==> src/common/mcc_pkg.sv <==
package mcc_pkg;

    // register byte addresses
    localparam logic [7:0] MCC_ADDR_CSR      = 8'h2C;
    localparam logic [7:0] MCC_ADDR_BEEP     = 8'h2D;
    localparam logic [7:0] MCC_ADDR_IRQ_STAT = 8'h2E;
    localparam logic [7:0] MCC_ADDR_IRQ_MASK = 8'h2F;

    // reset values
    localparam logic [7:0] MCC_CSR_RESET  = 8'h00;
    localparam logic [1:0] MCC_TONE_RESET = 2'h0;
    localparam logic [1:0] MCC_IRQ_RESET  = 2'h0;

    // field positions of the control/status register
    localparam int MCC_CSR_CLK_OUT_BIT = 7;
    localparam int MCC_CSR_PRESC_LSB   = 5;
    localparam int MCC_CSR_SLOW_BIT    = 4;
    localparam int MCC_CSR_TB_LSB      = 2;
    localparam int MCC_CSR_OIE_BIT     = 1;
    localparam int MCC_CSR_FLAG_BIT    = 0;

    // bits of the interrupt status and mask registers
    localparam int MCC_IRQ_TIMEOUT_BIT = 0;
    localparam int MCC_IRQ_WAKE_BIT    = 1;

    // time-base periods in oscillator cycles
    localparam int MCC_TB_PERIOD_0 = 16000;
    localparam int MCC_TB_PERIOD_1 = 32000;
    localparam int MCC_TB_PERIOD_2 = 80000;
    localparam int MCC_TB_PERIOD_3 = 200000;

    // tone half periods in oscillator cycles
    localparam int MCC_TONE_HALF_1 = 2000;
    localparam int MCC_TONE_HALF_2 = 4000;
    localparam int MCC_TONE_HALF_3 = 8000;

    // counter widths
    localparam int MCC_TB_W   = 18;
    localparam int MCC_TONE_W = 13;
    localparam int MCC_DIV_W  = 4;

    // software view of the control/status register
    typedef struct packed {
        logic       clock_out_select;
        logic [1:0] slow_prescaler_field;
        logic       slow_select;
        logic [1:0] time_base_field;
        logic       osc_irq_enable;
        logic       timeout_flag;
    } mcc_csr_t;

    typedef enum logic [1:0] {
        MCC_RUN   = 2'b00,
        MCC_WAIT  = 2'b01,
        MCC_AHALT = 2'b10,
        MCC_HALT  = 2'b11
    } mcc_mode_t;

endpackage

==> src/hdl/mcc_clock_ctrl.sv <==
`timescale 1ns/1ns
// Contract
// (RULE_01) time-base periods 16000/32000/80000/200000 cycles
// (RULE_02) new period select applies at period end
// (RULE_03) period end sets flag; csr read clears
// (RULE_04) irq needs enable and cpu unmasked
// (RULE_05) halt with enable enters active-halt
// (RULE_06) time-base irq wakes wait, active-halt only
// (RULE_07) full halt freezes counter and registers
// (RULE_08) active-halt counts, registers frozen; wait normal
// (RULE_09) slow mode divides by 2/4/8/16
// (RULE_10) slow select off means undivided cpu clock
// (RULE_11) clock-out select routes cpu clock to pin; pin toggles per cpu enable, so half the rate
// (RULE_12) clock out inactive in active-halt
// (RULE_13) tone field: off, 2k, 1k, 500Hz, 50%
// (RULE_14) tone keeps running in active-halt
// (RULE_15) software keeps beep upper bits zero
// (RULE_16) software avoids bit set/clear on csr
// (RULE_17) tone from counter toggling each half period
// (RULE_18) timeout on read cycle keeps flag set
module mcc_clock_ctrl #(
    parameter int TB_PERIOD_0 = mcc_pkg::MCC_TB_PERIOD_0,
    parameter int TB_PERIOD_1 = mcc_pkg::MCC_TB_PERIOD_1,
    parameter int TB_PERIOD_2 = mcc_pkg::MCC_TB_PERIOD_2,
    parameter int TB_PERIOD_3 = mcc_pkg::MCC_TB_PERIOD_3,
    parameter int TONE_HALF_1 = mcc_pkg::MCC_TONE_HALF_1,
    parameter int TONE_HALF_2 = mcc_pkg::MCC_TONE_HALF_2,
    parameter int TONE_HALF_3 = mcc_pkg::MCC_TONE_HALF_3
) (
    input  wire logic       i_ref_clk,
    input  wire logic       i_reset,
    input  wire logic [7:0] i_addr,
    input  wire logic [7:0] i_wdata,
    input  wire logic       i_wr,
    input  wire logic       i_rd,
    input  wire logic       i_cpu_irq_mask,
    input  wire logic       i_halt_req,
    input  wire logic       i_wait_req,
    input  wire logic       i_wake_irq,
    output logic      [7:0] o_rdata_q,
    output logic            o_cpu_clk_en_q,
    output logic            o_clk_out_q,
    output logic            o_clk_out_oe_q,
    output logic            o_tone_q,
    output logic            o_tone_oe_q,
    output logic            o_timebase_irq_q,
    output logic            o_irq_q,
    output logic      [1:0] o_mode_q
);

    localparam int TBW = mcc_pkg::MCC_TB_W;
    localparam int TNW = mcc_pkg::MCC_TONE_W;
    localparam int DVW = mcc_pkg::MCC_DIV_W;

    mcc_pkg::mcc_csr_t  csr_q;
    mcc_pkg::mcc_mode_t mode_q;
    mcc_pkg::mcc_mode_t mode_d;
    logic [1:0]         tone_sel_q;
    logic [1:0]         irq_stat_q;
    logic [1:0]         irq_mask_q;
    logic [1:0]         tb_active_q;
    logic [TBW-1:0]     tb_cnt_q;
    logic [TNW-1:0]     tone_cnt_q;
    logic [DVW-1:0]     div_cnt_q;

    logic tb_end;
    logic tb_req;
    logic cpu_en;
    logic regs_live;
    logic wr_csr;
    logic rd_csr;
    logic wr_beep;
    logic wr_stat;
    logic wr_mask;
    logic wake_evt;
    logic tone_wrap;

    // last count of a time-base period
    function automatic logic [TBW-1:0] tb_last(input logic [1:0] sel);
        logic [TBW-1:0] v;
        v = '0;
        case (sel)
            2'h0: v = TBW'(TB_PERIOD_0 - 1);
            2'h1: v = TBW'(TB_PERIOD_1 - 1);
            2'h2: v = TBW'(TB_PERIOD_2 - 1);
            default: v = TBW'(TB_PERIOD_3 - 1);
        endcase
        return v;
    endfunction

    // last count of a tone half period
    function automatic logic [TNW-1:0] tone_last(input logic [1:0] sel);
        logic [TNW-1:0] v;
        v = '0;
        case (sel)
            2'h1: v = TNW'(TONE_HALF_1 - 1);
            2'h2: v = TNW'(TONE_HALF_2 - 1);
            default: v = TNW'(TONE_HALF_3 - 1);
        endcase
        return v;
    endfunction

    // last count of the slow-mode divider: 1, 3, 7, 15
    function automatic logic [DVW-1:0] div_last(input logic [1:0] sel);
        logic [DVW-1:0] v;
        v = '0;
        case (sel)
            2'h0: v = 4'h1;
            2'h1: v = 4'h3;
            2'h2: v = 4'h7;
            default: v = 4'hF;
        endcase
        return v;
    endfunction

    // registers only move while the cpu runs (run or wait)
    assign regs_live = (mode_q == mcc_pkg::MCC_RUN) ||
                       (mode_q == mcc_pkg::MCC_WAIT); // [RULE_07] [RULE_08]

    // address decode of the register port
    always_comb begin
        wr_csr  = 1'b0;
        wr_beep = 1'b0;
        wr_stat = 1'b0;
        wr_mask = 1'b0;
        rd_csr  = 1'b0;
        if (i_addr == mcc_pkg::MCC_ADDR_CSR) begin
            wr_csr = i_wr & regs_live;
            rd_csr = i_rd & regs_live;
        end else if (i_addr == mcc_pkg::MCC_ADDR_BEEP) begin
            wr_beep = i_wr & regs_live;
        end else if (i_addr == mcc_pkg::MCC_ADDR_IRQ_STAT) begin
            wr_stat = i_wr & regs_live;
        end else if (i_addr == mcc_pkg::MCC_ADDR_IRQ_MASK) begin
            wr_mask = i_wr & regs_live;
        end
    end

    // period end of the running selection
    assign tb_end = (mode_q != mcc_pkg::MCC_HALT) &&
                    (tb_cnt_q == tb_last(tb_active_q)); // [RULE_01]

    // time-base interrupt request
    assign tb_req = csr_q.timeout_flag & csr_q.osc_irq_enable &
                    ~i_cpu_irq_mask; // [RULE_04]

    // cpu clock enable before halt gating
    assign cpu_en = ~csr_q.slow_select ||
                    (div_cnt_q == div_last(csr_q.slow_prescaler_field));

    // time-base counter; frozen only by full halt
    always_ff @(posedge i_ref_clk) begin
        if (i_reset) begin
            tb_cnt_q <= '0;
        end else if (mode_q == mcc_pkg::MCC_HALT) begin
            tb_cnt_q <= tb_cnt_q; // [RULE_07]
        end else if (tb_end) begin
            tb_cnt_q <= '0; // [RULE_01]
        end else begin
            tb_cnt_q <= tb_cnt_q + 1'b1; // [RULE_08]
        end
    end

    // selection latched at period end, so no time shift
    always_ff @(posedge i_ref_clk) begin
        if (i_reset) begin
            tb_active_q <= 2'h0;
        end else if (tb_end) begin
            tb_active_q <= csr_q.time_base_field; // [RULE_02]
        end
    end

    // control/status register; flag is read-only to software
    always_ff @(posedge i_ref_clk) begin
        if (i_reset) begin
            csr_q <= mcc_pkg::MCC_CSR_RESET;
        end else begin
            if (wr_csr) begin
                csr_q.clock_out_select <=
                    i_wdata[mcc_pkg::MCC_CSR_CLK_OUT_BIT]; // [RULE_11]
                csr_q.slow_prescaler_field <=
                    i_wdata[mcc_pkg::MCC_CSR_PRESC_LSB +: 2]; // [RULE_09]
                csr_q.slow_select <=
                    i_wdata[mcc_pkg::MCC_CSR_SLOW_BIT]; // [RULE_10]
                csr_q.time_base_field <=
                    i_wdata[mcc_pkg::MCC_CSR_TB_LSB +: 2];
                csr_q.osc_irq_enable <=
                    i_wdata[mcc_pkg::MCC_CSR_OIE_BIT];
            end
            // set beats the read clear in the same cycle
            if (tb_end) begin
                csr_q.timeout_flag <= 1'b1; // [RULE_03] [RULE_18]
            end else if (rd_csr) begin
                csr_q.timeout_flag <= 1'b0; // [RULE_03]
            end
        end
    end

    // beep control; upper bits are not stored and read zero
    always_ff @(posedge i_ref_clk) begin
        if (i_reset) begin
            tone_sel_q <= mcc_pkg::MCC_TONE_RESET;
        end else if (wr_beep) begin
            tone_sel_q <= i_wdata[1:0]; // [RULE_13]
        end
    end

    // power mode sequencing
    always_comb begin
        mode_d = mode_q;
        case (mode_q)
            mcc_pkg::MCC_RUN: begin
                if (i_halt_req) begin
                    mode_d = csr_q.osc_irq_enable ? mcc_pkg::MCC_AHALT
                                                  : mcc_pkg::MCC_HALT; // [RULE_05]
                end else if (i_wait_req) begin
                    mode_d = mcc_pkg::MCC_WAIT;
                end
            end
            mcc_pkg::MCC_WAIT: begin
                if (tb_req || i_wake_irq) begin
                    mode_d = mcc_pkg::MCC_RUN; // [RULE_06]
                end
            end
            mcc_pkg::MCC_AHALT: begin
                if (tb_req || i_wake_irq) begin
                    mode_d = mcc_pkg::MCC_RUN; // [RULE_06]
                end
            end
            default: begin
                // time-base cannot fire here: counter is frozen
                if (i_wake_irq) begin
                    mode_d = mcc_pkg::MCC_RUN; // [RULE_06] [RULE_07]
                end
            end
        endcase
    end

    always_ff @(posedge i_ref_clk) begin
        if (i_reset) begin
            mode_q <= mcc_pkg::MCC_RUN;
        end else begin
            mode_q <= mode_d;
        end
    end

    assign wake_evt = (mode_q != mcc_pkg::MCC_RUN) &&
                      (mode_d == mcc_pkg::MCC_RUN);

    // slow-mode divider; stopped with the cpu in either halt
    always_ff @(posedge i_ref_clk) begin
        if (i_reset) begin
            div_cnt_q <= '0;
        end else if (~regs_live || ~csr_q.slow_select || cpu_en) begin
            div_cnt_q <= '0;
        end else begin
            div_cnt_q <= div_cnt_q + 1'b1; // [RULE_09]
        end
    end

    // cpu clock as enable pulse, one per divided period
    always_ff @(posedge i_ref_clk) begin
        if (i_reset) begin
            o_cpu_clk_en_q <= 1'b0;
        end else begin
            o_cpu_clk_en_q <= cpu_en & regs_live; // [RULE_10]
        end
    end

    // clock out pin: toggles per cpu enable, so half the rate
    // since a flop cannot repeat the reference clock itself
    always_ff @(posedge i_ref_clk) begin
        if (i_reset) begin
            o_clk_out_q    <= 1'b0;
            o_clk_out_oe_q <= 1'b0;
        end else begin
            o_clk_out_oe_q <= csr_q.clock_out_select &&
                              (mode_q != mcc_pkg::MCC_AHALT); // [RULE_12]
            if (~csr_q.clock_out_select ||
                mode_q == mcc_pkg::MCC_AHALT) begin
                o_clk_out_q <= 1'b0; // [RULE_12]
            end else if (cpu_en && regs_live) begin
                o_clk_out_q <= ~o_clk_out_q; // [RULE_11]
            end
        end
    end

    assign tone_wrap = (tone_cnt_q == tone_last(tone_sel_q));

    // tone divider; runs in active-halt, frozen in full halt
    always_ff @(posedge i_ref_clk) begin
        if (i_reset) begin
            tone_cnt_q  <= '0;
            o_tone_q    <= 1'b0;
            o_tone_oe_q <= 1'b0;
        end else if (tone_sel_q == 2'h0) begin
            tone_cnt_q  <= '0;
            o_tone_q    <= 1'b0;
            o_tone_oe_q <= 1'b0; // [RULE_13]
        end else if (mode_q != mcc_pkg::MCC_HALT) begin
            o_tone_oe_q <= 1'b1; // [RULE_14]
            if (tone_wrap) begin
                tone_cnt_q <= '0;
                o_tone_q   <= ~o_tone_q; // [RULE_17]
            end else begin
                tone_cnt_q <= tone_cnt_q + 1'b1; // [RULE_17]
            end
        end
    end

    // sticky event bits, write one to clear, set wins
    always_ff @(posedge i_ref_clk) begin
        if (i_reset) begin
            irq_stat_q <= mcc_pkg::MCC_IRQ_RESET;
        end else begin
            for (int b = 0; b < 2; b++) begin
                if (wr_stat && i_wdata[b]) begin
                    irq_stat_q[b] <= 1'b0;
                end
            end
            if (tb_end) begin
                irq_stat_q[mcc_pkg::MCC_IRQ_TIMEOUT_BIT] <= 1'b1; // [RULE_18]
            end
            if (wake_evt) begin
                irq_stat_q[mcc_pkg::MCC_IRQ_WAKE_BIT] <= 1'b1;
            end
        end
    end

    always_ff @(posedge i_ref_clk) begin
        if (i_reset) begin
            irq_mask_q <= mcc_pkg::MCC_IRQ_RESET;
        end else if (wr_mask) begin
            irq_mask_q <= i_wdata[1:0];
        end
    end

    // interrupt outputs
    always_ff @(posedge i_ref_clk) begin
        if (i_reset) begin
            o_timebase_irq_q <= 1'b0;
            o_irq_q          <= 1'b0;
        end else begin
            o_timebase_irq_q <= tb_req; // [RULE_04]
            o_irq_q          <= |(irq_stat_q & irq_mask_q);
        end
    end

    // read data for one cycle; unmapped reads as zero
    always_ff @(posedge i_ref_clk) begin
        if (i_reset) begin
            o_rdata_q <= 8'h00;
        end else if (~i_rd) begin
            o_rdata_q <= 8'h00;
        end else if (i_addr == mcc_pkg::MCC_ADDR_CSR) begin
            o_rdata_q <= csr_q;
        end else if (i_addr == mcc_pkg::MCC_ADDR_BEEP) begin
            o_rdata_q <= {6'h00, tone_sel_q};
        end else if (i_addr == mcc_pkg::MCC_ADDR_IRQ_STAT) begin
            o_rdata_q <= {6'h00, irq_stat_q};
        end else if (i_addr == mcc_pkg::MCC_ADDR_IRQ_MASK) begin
            o_rdata_q <= {6'h00, irq_mask_q};
        end else begin
            o_rdata_q <= 8'h00;
        end
    end

    // mode visible for power management
    always_ff @(posedge i_ref_clk) begin
        if (i_reset) begin
            o_mode_q <= 2'b00;
        end else begin
            o_mode_q <= mode_d;
        end
    end

endmodule

==> config.mk <==
export PLATFORM = sky130hd
export DESIGN_NAME = mcc_clock_ctrl
export DESIGN_NICKNAME = d
export VERILOG_FILES = /design/src/common/mcc_pkg.sv /design/src/hdl/mcc_clock_ctrl.sv
export SDC_FILE = /design/constraint.sdc
export NUM_CORES = 1
export LEC_CHECK = 0
export ABC_AREA = 1
export BUFFER_PORTS_ARGS = -buffer_cell sky130_fd_sc_hd__buf_2
export CAP_MARGIN = 40
export CORE_AREA = 2 2 78 80
export DETAILED_ROUTE_END_ITERATION = 7
export DIE_AREA = 0 0 80 82
export PLACE_DENSITY = 0.79
export SYNTH_ARGS = -nofsm -noshare
export SYNTH_HDL_FRONTEND = slang
export SYNTH_SLANG_ARGS = --single-unit
==> constraint.sdc <==
create_clock -name i_ref_clk -period 4.9 [get_ports i_ref_clk]
set_clock_uncertainty 0.15 [all_clocks]
set_input_delay 1.225 -clock i_ref_clk [delete_from_list [all_inputs] [get_ports i_ref_clk]]
set_output_delay 1.225 -clock i_ref_clk [all_outputs]
set_load 0.02 [all_outputs]
==> results of run 1 <==
[worst paths after layout]
| check | cells after the start | slack, ps | startpoint | to |
|---|---|---|---|---|
| setup / recovery | 7 | 2500 | i_addr[7] | csr_q[2] |
| hold / removal | 1 | 310 | div_cnt_q[0] | div_cnt_q[0] |
| hold reg to reg | 1 | 310 | div_cnt_q[0] | div_cnt_q[0] |
| setup reg to reg | 9 | 2620 | o_mode_q[0] | tb_cnt_q[1] |
[cell families (layout without fill, tap and decap cells)]
group / count (synthesis) / after routing / synth area share [%]
xor+xnor: 22 / 22 / 5.87
buf+inv: 69 / 117 / 8.31
flops: 68 / 68 / 41.5
compound gates: 46 / 46 / 7.28
simple gates: 252 / 252 / 33.2
fa+ha+maj: 10 / 10 / 3.81
[power breakdown]
group	total, uW	switching (uW)	internal [uW]
registers	576	11.2	564
clock network	476	203	274
logic	106	70.3	35.5
total	1160	284	874
[layer usage]
layer / up-vias / track usage [%]
met1: 1327 / 26.7
met3: 9 / 5.82
met2: 66 / 36.9
li1: 1559 / -
met4: 0 / 7.97
met5: - / 0
[cell usage after synthesis, types with 2 or more instances]
cell       n
nor3_1    12
nor2_1    94
o21ai_0   18
dfxtp_1   68
buf_2      2
xor2_1    19
nand3_1   33
nor2_2     3
nand2_1   93
nand3_4    2
ha_1      10
a21oi_1   24
clkbuf_1   2
xnor2_1    3
nand4_1    8
inv_2      2
inv_1     60
[layout by cell type (no fill, tap or decap), types with 2 or more instances in the layout]
cell / Yosys / routed
clkinvlp_4: 0 / 2
ha_1: 10 / 10
xnor2_1: 3 / 3
inv_2: 2 / 2
nand3_1: 33 / 33
a21oi_1: 24 / 24
nand3_4: 2 / 2
nor2_2: 3 / 3
buf_2: 2 / 40
nor3_1: 12 / 12
xor2_1: 19 / 19
inv_1: 60 / 60
dfxtp_1: 68 / 68
clkbuf_8: 0 / 12
o21ai_0: 18 / 18
nor2_1: 94 / 94
nand2_1: 93 / 93
nand4_1: 8 / 8
[state kept, by name (all words and copies together) (netlist names)]
register / count
csr_q: 8
div_cnt_q: 4
irq_mask_q: 2
irq_stat_q: 2
o_clk_out_oe_q: 1
o_clk_out_q: 1
o_cpu_clk_en_q: 1
o_irq_q: 1
o_mode_q: 2
o_rdata_q: 8
o_timebase_irq_q: 1
o_tone_oe_q: 1
o_tone_q: 1
tb_active_q: 2
tb_cnt_q: 18
tone_cnt_q: 13
tone_sel_q: 2
[stage by stage]
step	std cells	power [uW]
floorplan	467	659
global placement	575	688
detailed placement	575	693
CTS	590	1170
global route	590	1200
finish	590	1160
[cell type report]
type	instances	area, um^2
fillers	529	2000
clock buffers	12	165
repair buffers	40	200
inverters	62	233
clock inverters	3	45.0
well taps	75	93.8
flip-flops and latches	68	1360
multi-input cells	330	1650
[worst max-delay path, delay by kind of cell]
family	cells	cell delay, ps
and+or+nand+nor	4	840
AOI/OAI and AO/OA	2	300
buffers and inverters	1	90
==> metrics.md, run 1 <==
| Metric | Value |
|---|---|
| Met1 WL | 3.01 mm |
| Post-route setup slack | 2500 ps |
| I/O pins | 41 |
| Cells along the critical path | buf_2 > nor2_1 > nand3_1 > nor2_1 > nand2_1 > o21ai_0 > a21oi_1 |
| Placer Congestion | 0.887 |
| Die W | 80 um |
| Crit path launch type | input pin |
| Met2 routed WL | 3.17 mm |
| Initial DRC Count | 152 |
| Layout cells sized above 1 | 13.2% |
| Final Cycle Share | 48.9% |
| Total wire length | 6.56 mm |
| DRT antenna net count | 0 |
| Placed inst area | 3530 um^2 |
| Met3 wire len | 286 um |
| Initial antenna violation count | 0 |
| Yosys top cell by area | dfxtp_1 |
| DR pass1 iterations | 4 |
| Die area | 6560 um^2 |
| Sequential share of the synthesized area | 41.5% |
| Slew HR | 66.4% |
| Design area | 3740 um^2 |
| Endpoints failing hold | 0 |
| Top Metal Used | met4 |
| Setup_tns | 0 ps |
| Power Density | 309 nW/um^2 |
| Yosys cell types | 31 |
| Post-synthesis instance total | 467 |
| Top post-synthesis cells by area | dfxtp_1 (41%), nor2_1 (11%), nand2_1 (11%) |
| Largest net degree at the start of global routing | 19 |
| Drt drc | 0 |
| Worst slew pin tran | 504 ps |
| Post-synth top area share | 41.5% |
| Worst setup EP type | flop |
| Worst hold slack | 313 ps |
| Core footprint | 5750 um^2 |
| CTS HTree Levels | 3 |
| Util after Layout | 65.2% |
| Data arrival, critical path | 2460 ps |
| Worst min path class | reg -> reg |
| Cell row count | 28 |
| Async set-or-reset flop fraction in the synthesized netlist | 0% |
| Final Max Tran Viols | 0 |
| Die height | 82 um |
| Most frequently used flop master after synthesis | dfxtp_1 |
| CTS Sinks | 68 |
| Static Leak | 0.00156 uW |
| RSZ-0062 raised after global routing | false |
| Yosys warnings | 0 |
| Root buffer cell | clkbuf_8 |
| Critical Path Fanout Max | 13 |
| Global Route Usage Sum | 21.8% |
| Run status | complete, no violations |
| TritonCTS clock tree | yes |
| CTS resizes | 0 |
| Synth Cell Area | 3280 um^2 |
| Synthesized area per cell | 7.02 um^2 |
| Post-CTS Setup Bufs | 0 |
| Synth Register Bits | 68 |
| # diodes | 0 |
| Vias post-DR | 2961 |
| Final min period | 2400 ps |
| Worst slack at placement | 2170 ps |
| Crit path largest cell delay | 320 ps |
| Vias in the first global route | 2675 |
| Clock buffer depth | 2 |
| Number of synthesized flops with an enable pin | 0 |
| Skew-Pair Late Insertion Delay | 330 ps |
| Initial Util | 57.1% |
| Worst vdd ir | 0.282 mV |
| Detailed-placement wirelength estimate | 4.91 mm |
| Most used cell along the critical path | nor2_1 |
| Overflow after GRT | 0 |
| Port Buffers | 40 |
| Critical path class | in -> reg |
| Avg WL per Cell | 11.1 um |
| Worst path slowest cell | nor2_1 |
| Clock transition at path regs | 70 ps |
| Synthesized Nets | 501 |
| Setup violations, final | 0 |
| Fmax achieved | 417 MHz |
| Max Cap Viol | 0 |
| WP data required | 4960 ps |
| First-pass GRT wire length | 11.2 mm |
| Number of buffers created by CTS | 9 |
| Hold-fix buffer count after cts | 0 |
| Layout area overhead | 14.1% |
| Via density | 5.02 |
| Nets | 545 |
Power figures use the tool's default switching activity.
==> inputs of run 2 (changes only) <==
CORE_AREA = 2 2 79 81   (was 2 2 78 80)
DIE_AREA = 0 0 81 83   (was 0 0 80 82)
PLACE_DENSITY = 0.77   (was 0.79)
clock period = 2.37 ns   (was 4.9 ns; I/O delays follow)
==> metrics.md, run 2 (synthesis results as in run 1) <==
| Metric | Value |
|---|---|
| Run status | complete, no violations (unchanged) |
| Final min period | 1980 ps |
| Crit path largest cell delay | 350 ps (was 320 ps) |
| Port Buffers | 40 (unchanged) |
| Number of buffers created by CTS | 9 (unchanged) |
| Via density | 4.99 (was 5.02) |
| Worst setup EP type | flop (unchanged) |
| Worst slew pin tran | 453 ps (was 504 ps) |
| Endpoints failing hold | 0 (unchanged) |
| Die area | 6720 um^2 (was 6560 um^2) |
| Largest net degree at the start of global routing | 17 (was 19) |
| Post-CTS Setup Bufs | 0 (unchanged) |
| Static Leak | 0.00158 uW (was 0.00156 uW) |
| Dpl cells | 578 (was 575) |
| Root buffer cell | clkbuf_8 (unchanged) |
| Critical Path Fanout Max | 14 (was 13) |
| Fmax achieved | 506 MHz |
| Final Max Tran Viols | 0 (unchanged) |
| Crit path launch type | flop (was input pin) |
| Final Cycle Share | 83.4% |
| Worst min path class | reg -> reg (unchanged) |
| Placed inst area | 3560 um^2 (was 3530 um^2) |
| Nets | 548 (was 545) |
| Slew HR | 69.8% (was 66.4%) |
| Overflow after GRT | 0 (unchanged) |
| Largest register FFs | 18 (unchanged) |
| Layout cells sized above 1 | 13.3% (was 13.2%) |
| Clock buffer depth | 2 (unchanged) |
| Layout area overhead | 14.2% (was 14.1%) |
| # fillers | 544 (was 529) |
| Source of the worst hold timing path | div_cnt_q[0] (unchanged) |
| Total wire length | 6.83 mm (was 6.56 mm) |
| Post-route setup slack | 392 ps (was 2500 ps) |
| Die W | 81 um (was 80 um) |
| Vias in the first global route | 2979 (was 2675) |
| Core footprint | 5820 um^2 (was 5750 um^2) |
| CTS Sinks | 68 (unchanged) |
| Power Density | 627 nW/um^2 (was 309 nW/um^2) |
| Design area | 3750 um^2 (was 3740 um^2) |
| Critical path class | reg -> reg (was in -> reg) |
| TritonCTS clock tree | yes (unchanged) |
| Placer Congestion | 0.855 (was 0.887) |
| Global Route Usage Sum | 22.5% (was 21.8%) |
| CTS resizes | 0 (unchanged) |
| Hold EP | div_cnt_q[0] (unchanged) |
| DR pass1 iterations | 4 (unchanged) |
| CTS HTree Levels | 3 (unchanged) |
| RSZ-0062 raised after global routing | false (unchanged) |
| Worst slack at placement | 415 ps (was 2170 ps) |
| I/O pins | 41 (unchanged) |
| DRT antenna net count | 0 (unchanged) |
| Biggest register | tb_cnt_q (unchanged) |
| Data arrival, critical path | 2040 ps (was 2460 ps) |
| Vias post-DR | 2952 (was 2961) |
| Setup violations, final | 0 (unchanged) |
| Reg2Reg Setup Slack | 390 ps (was 2620 ps) |
| Initial antenna violation count | 0 (unchanged) |
| # diodes | 0 (unchanged) |
| Skew-Pair Late Insertion Delay | 330 ps (about the same) |
| Max Cap Viol | 0 (unchanged) |
| Biggest regs | tb_cnt_q x18, tone_cnt_q x13 (unchanged) |
| Hold-fix buffer count after cts | 0 (unchanged) |
| First-pass GRT wire length | 12.2 mm (was 11.2 mm) |
| Cell row count | 28 (unchanged) |
| Worst path slowest cell | dfxtp_1 (was nor2_1) |
| Worst Reg-to-Reg Cells | 9 (unchanged) |
| Drt drc | 0 (unchanged) |
| Worst vdd ir | 0.457 mV (was 0.282 mV) |
| Setup_tns | 0 ps (unchanged) |
| Die height | 83 um (was 82 um) |
| Detailed-placement wirelength estimate | 4.99 mm (was 4.91 mm) |
| Commonest non-fill, non-tap cell in the layout | nor2_1 (unchanged) |
| Avg WL per Cell | 11.5 um (was 11.1 um) |
| Worst r2r src | o_mode_q[0] (unchanged) |
| Initial Util | 56.4% (was 57.1%) |
| WP data required | 2430 ps (was 4960 ps) |
| Most used cell along the critical path | nand3_4 (was nor2_1) |
| Initial DRC Count | 127 (was 152) |
| R2R Path End | tb_cnt_q[1] (unchanged) |
| Commonest cells after routing, fill and taps aside | nor2_1 (94), nand2_1 (93), dfxtp_1 (68), inv_1 (60), buf_2 (40) (unchanged) |
| Non-Filler Instances | 592 (was 590) |
| Cells along the critical path | ha_1 > inv_2 > nand3_4 > nor2_4 > nand2_1 > nor2_2 > nand3_4 > nand2_4 > o21ai_0 (was buf_2 > nor2_1 > nand3_1 > nor2_1 > nand2_1 > o21ai_0 > a21oi_1) |
| Clock transition at path regs | 70 ps (about the same) |
| Hold-critical path depth | 1 (unchanged) |
[run 2: cell count changes in the layout (fill, tap and decap cells not counted), sizes merged]
cell / change
buf: +3
clkinv: +1
clkinvlp: -2
[run 2: routing by layer]
| metal | vias to the layer above | global-route usage [%] | wire length (um) | share of wire, % |
|---|---|---|---|---|
| li1 | 1560 | - | - | - |
| met1 | 1315 | 27.3 | 3180 | 47 |
| met2 | 67 | 37.9 | 3280 | 48 |
| met3 | 10 | 5.22 | 267 | 3.9 |
| met4 | 0 | 8.94 | 104 | 1.5 |
| met5 | - | 0 | 0 | 0 |
[run 2: worst max-delay path by stage]
stage / end / startpoint / slack [ps] / cells past startpoint
final: tb_cnt_q[1] / o_mode_q[0] / 390 / 9
after global routing: csr_q[7] / o_mode_q[0] / 160 / 9
after CTS: tb_cnt_q[1] / o_mode_q[0] / 390 / 9
after detailed placement: tb_cnt_q[1] / o_mode_q[0] / 410 / 9
after global placement: tone_cnt_q[11] / o_mode_q[0] / 460 / 7
after floorplan: tb_cnt_q[11] / o_mode_q[0] / 530 / 10
[run 2: power breakdown]
| group | switching [uW] | internal, uW |
|---|---|---|
| Clock | 402 | 531 |
| Sequential | 22.3 | 1170 |
| Combinational | 149 | 77.4 |
| Total | 574 | 1780 |
[run 2: area by class of cell]
cell class,count,area [um^2],area share [%]
multi-input cells,330,1650,43.9
inverters,62,233,6.21
flip-flops and latches,68,1360,36.3
clock inverters,2,35.0,0.935
well taps,75,93.8,2.50
repair buffers,43,223,5.94
clock buffers,12,155,4.14
[run 2: worst max-delay path: cells and delay by family, from the launching register on]
family	cells	cell delay (ps)
flops	1	350
fa+ha+maj	1	260
simple gates	6	820
buf+inv	1	180
compound gates	1	90
[run 2: stage by stage]
stage,hold WS [ps],power (uW),utilization [%]
2_1_floorplan,277,1360,-
3_3_place_gp,288,1430,61.2
3_5_place_dp,296,1440,61.2
4_1_cts,312,2360,64.4
5_1_grt,343,2460,64.4
6_report,306,2350,64.4
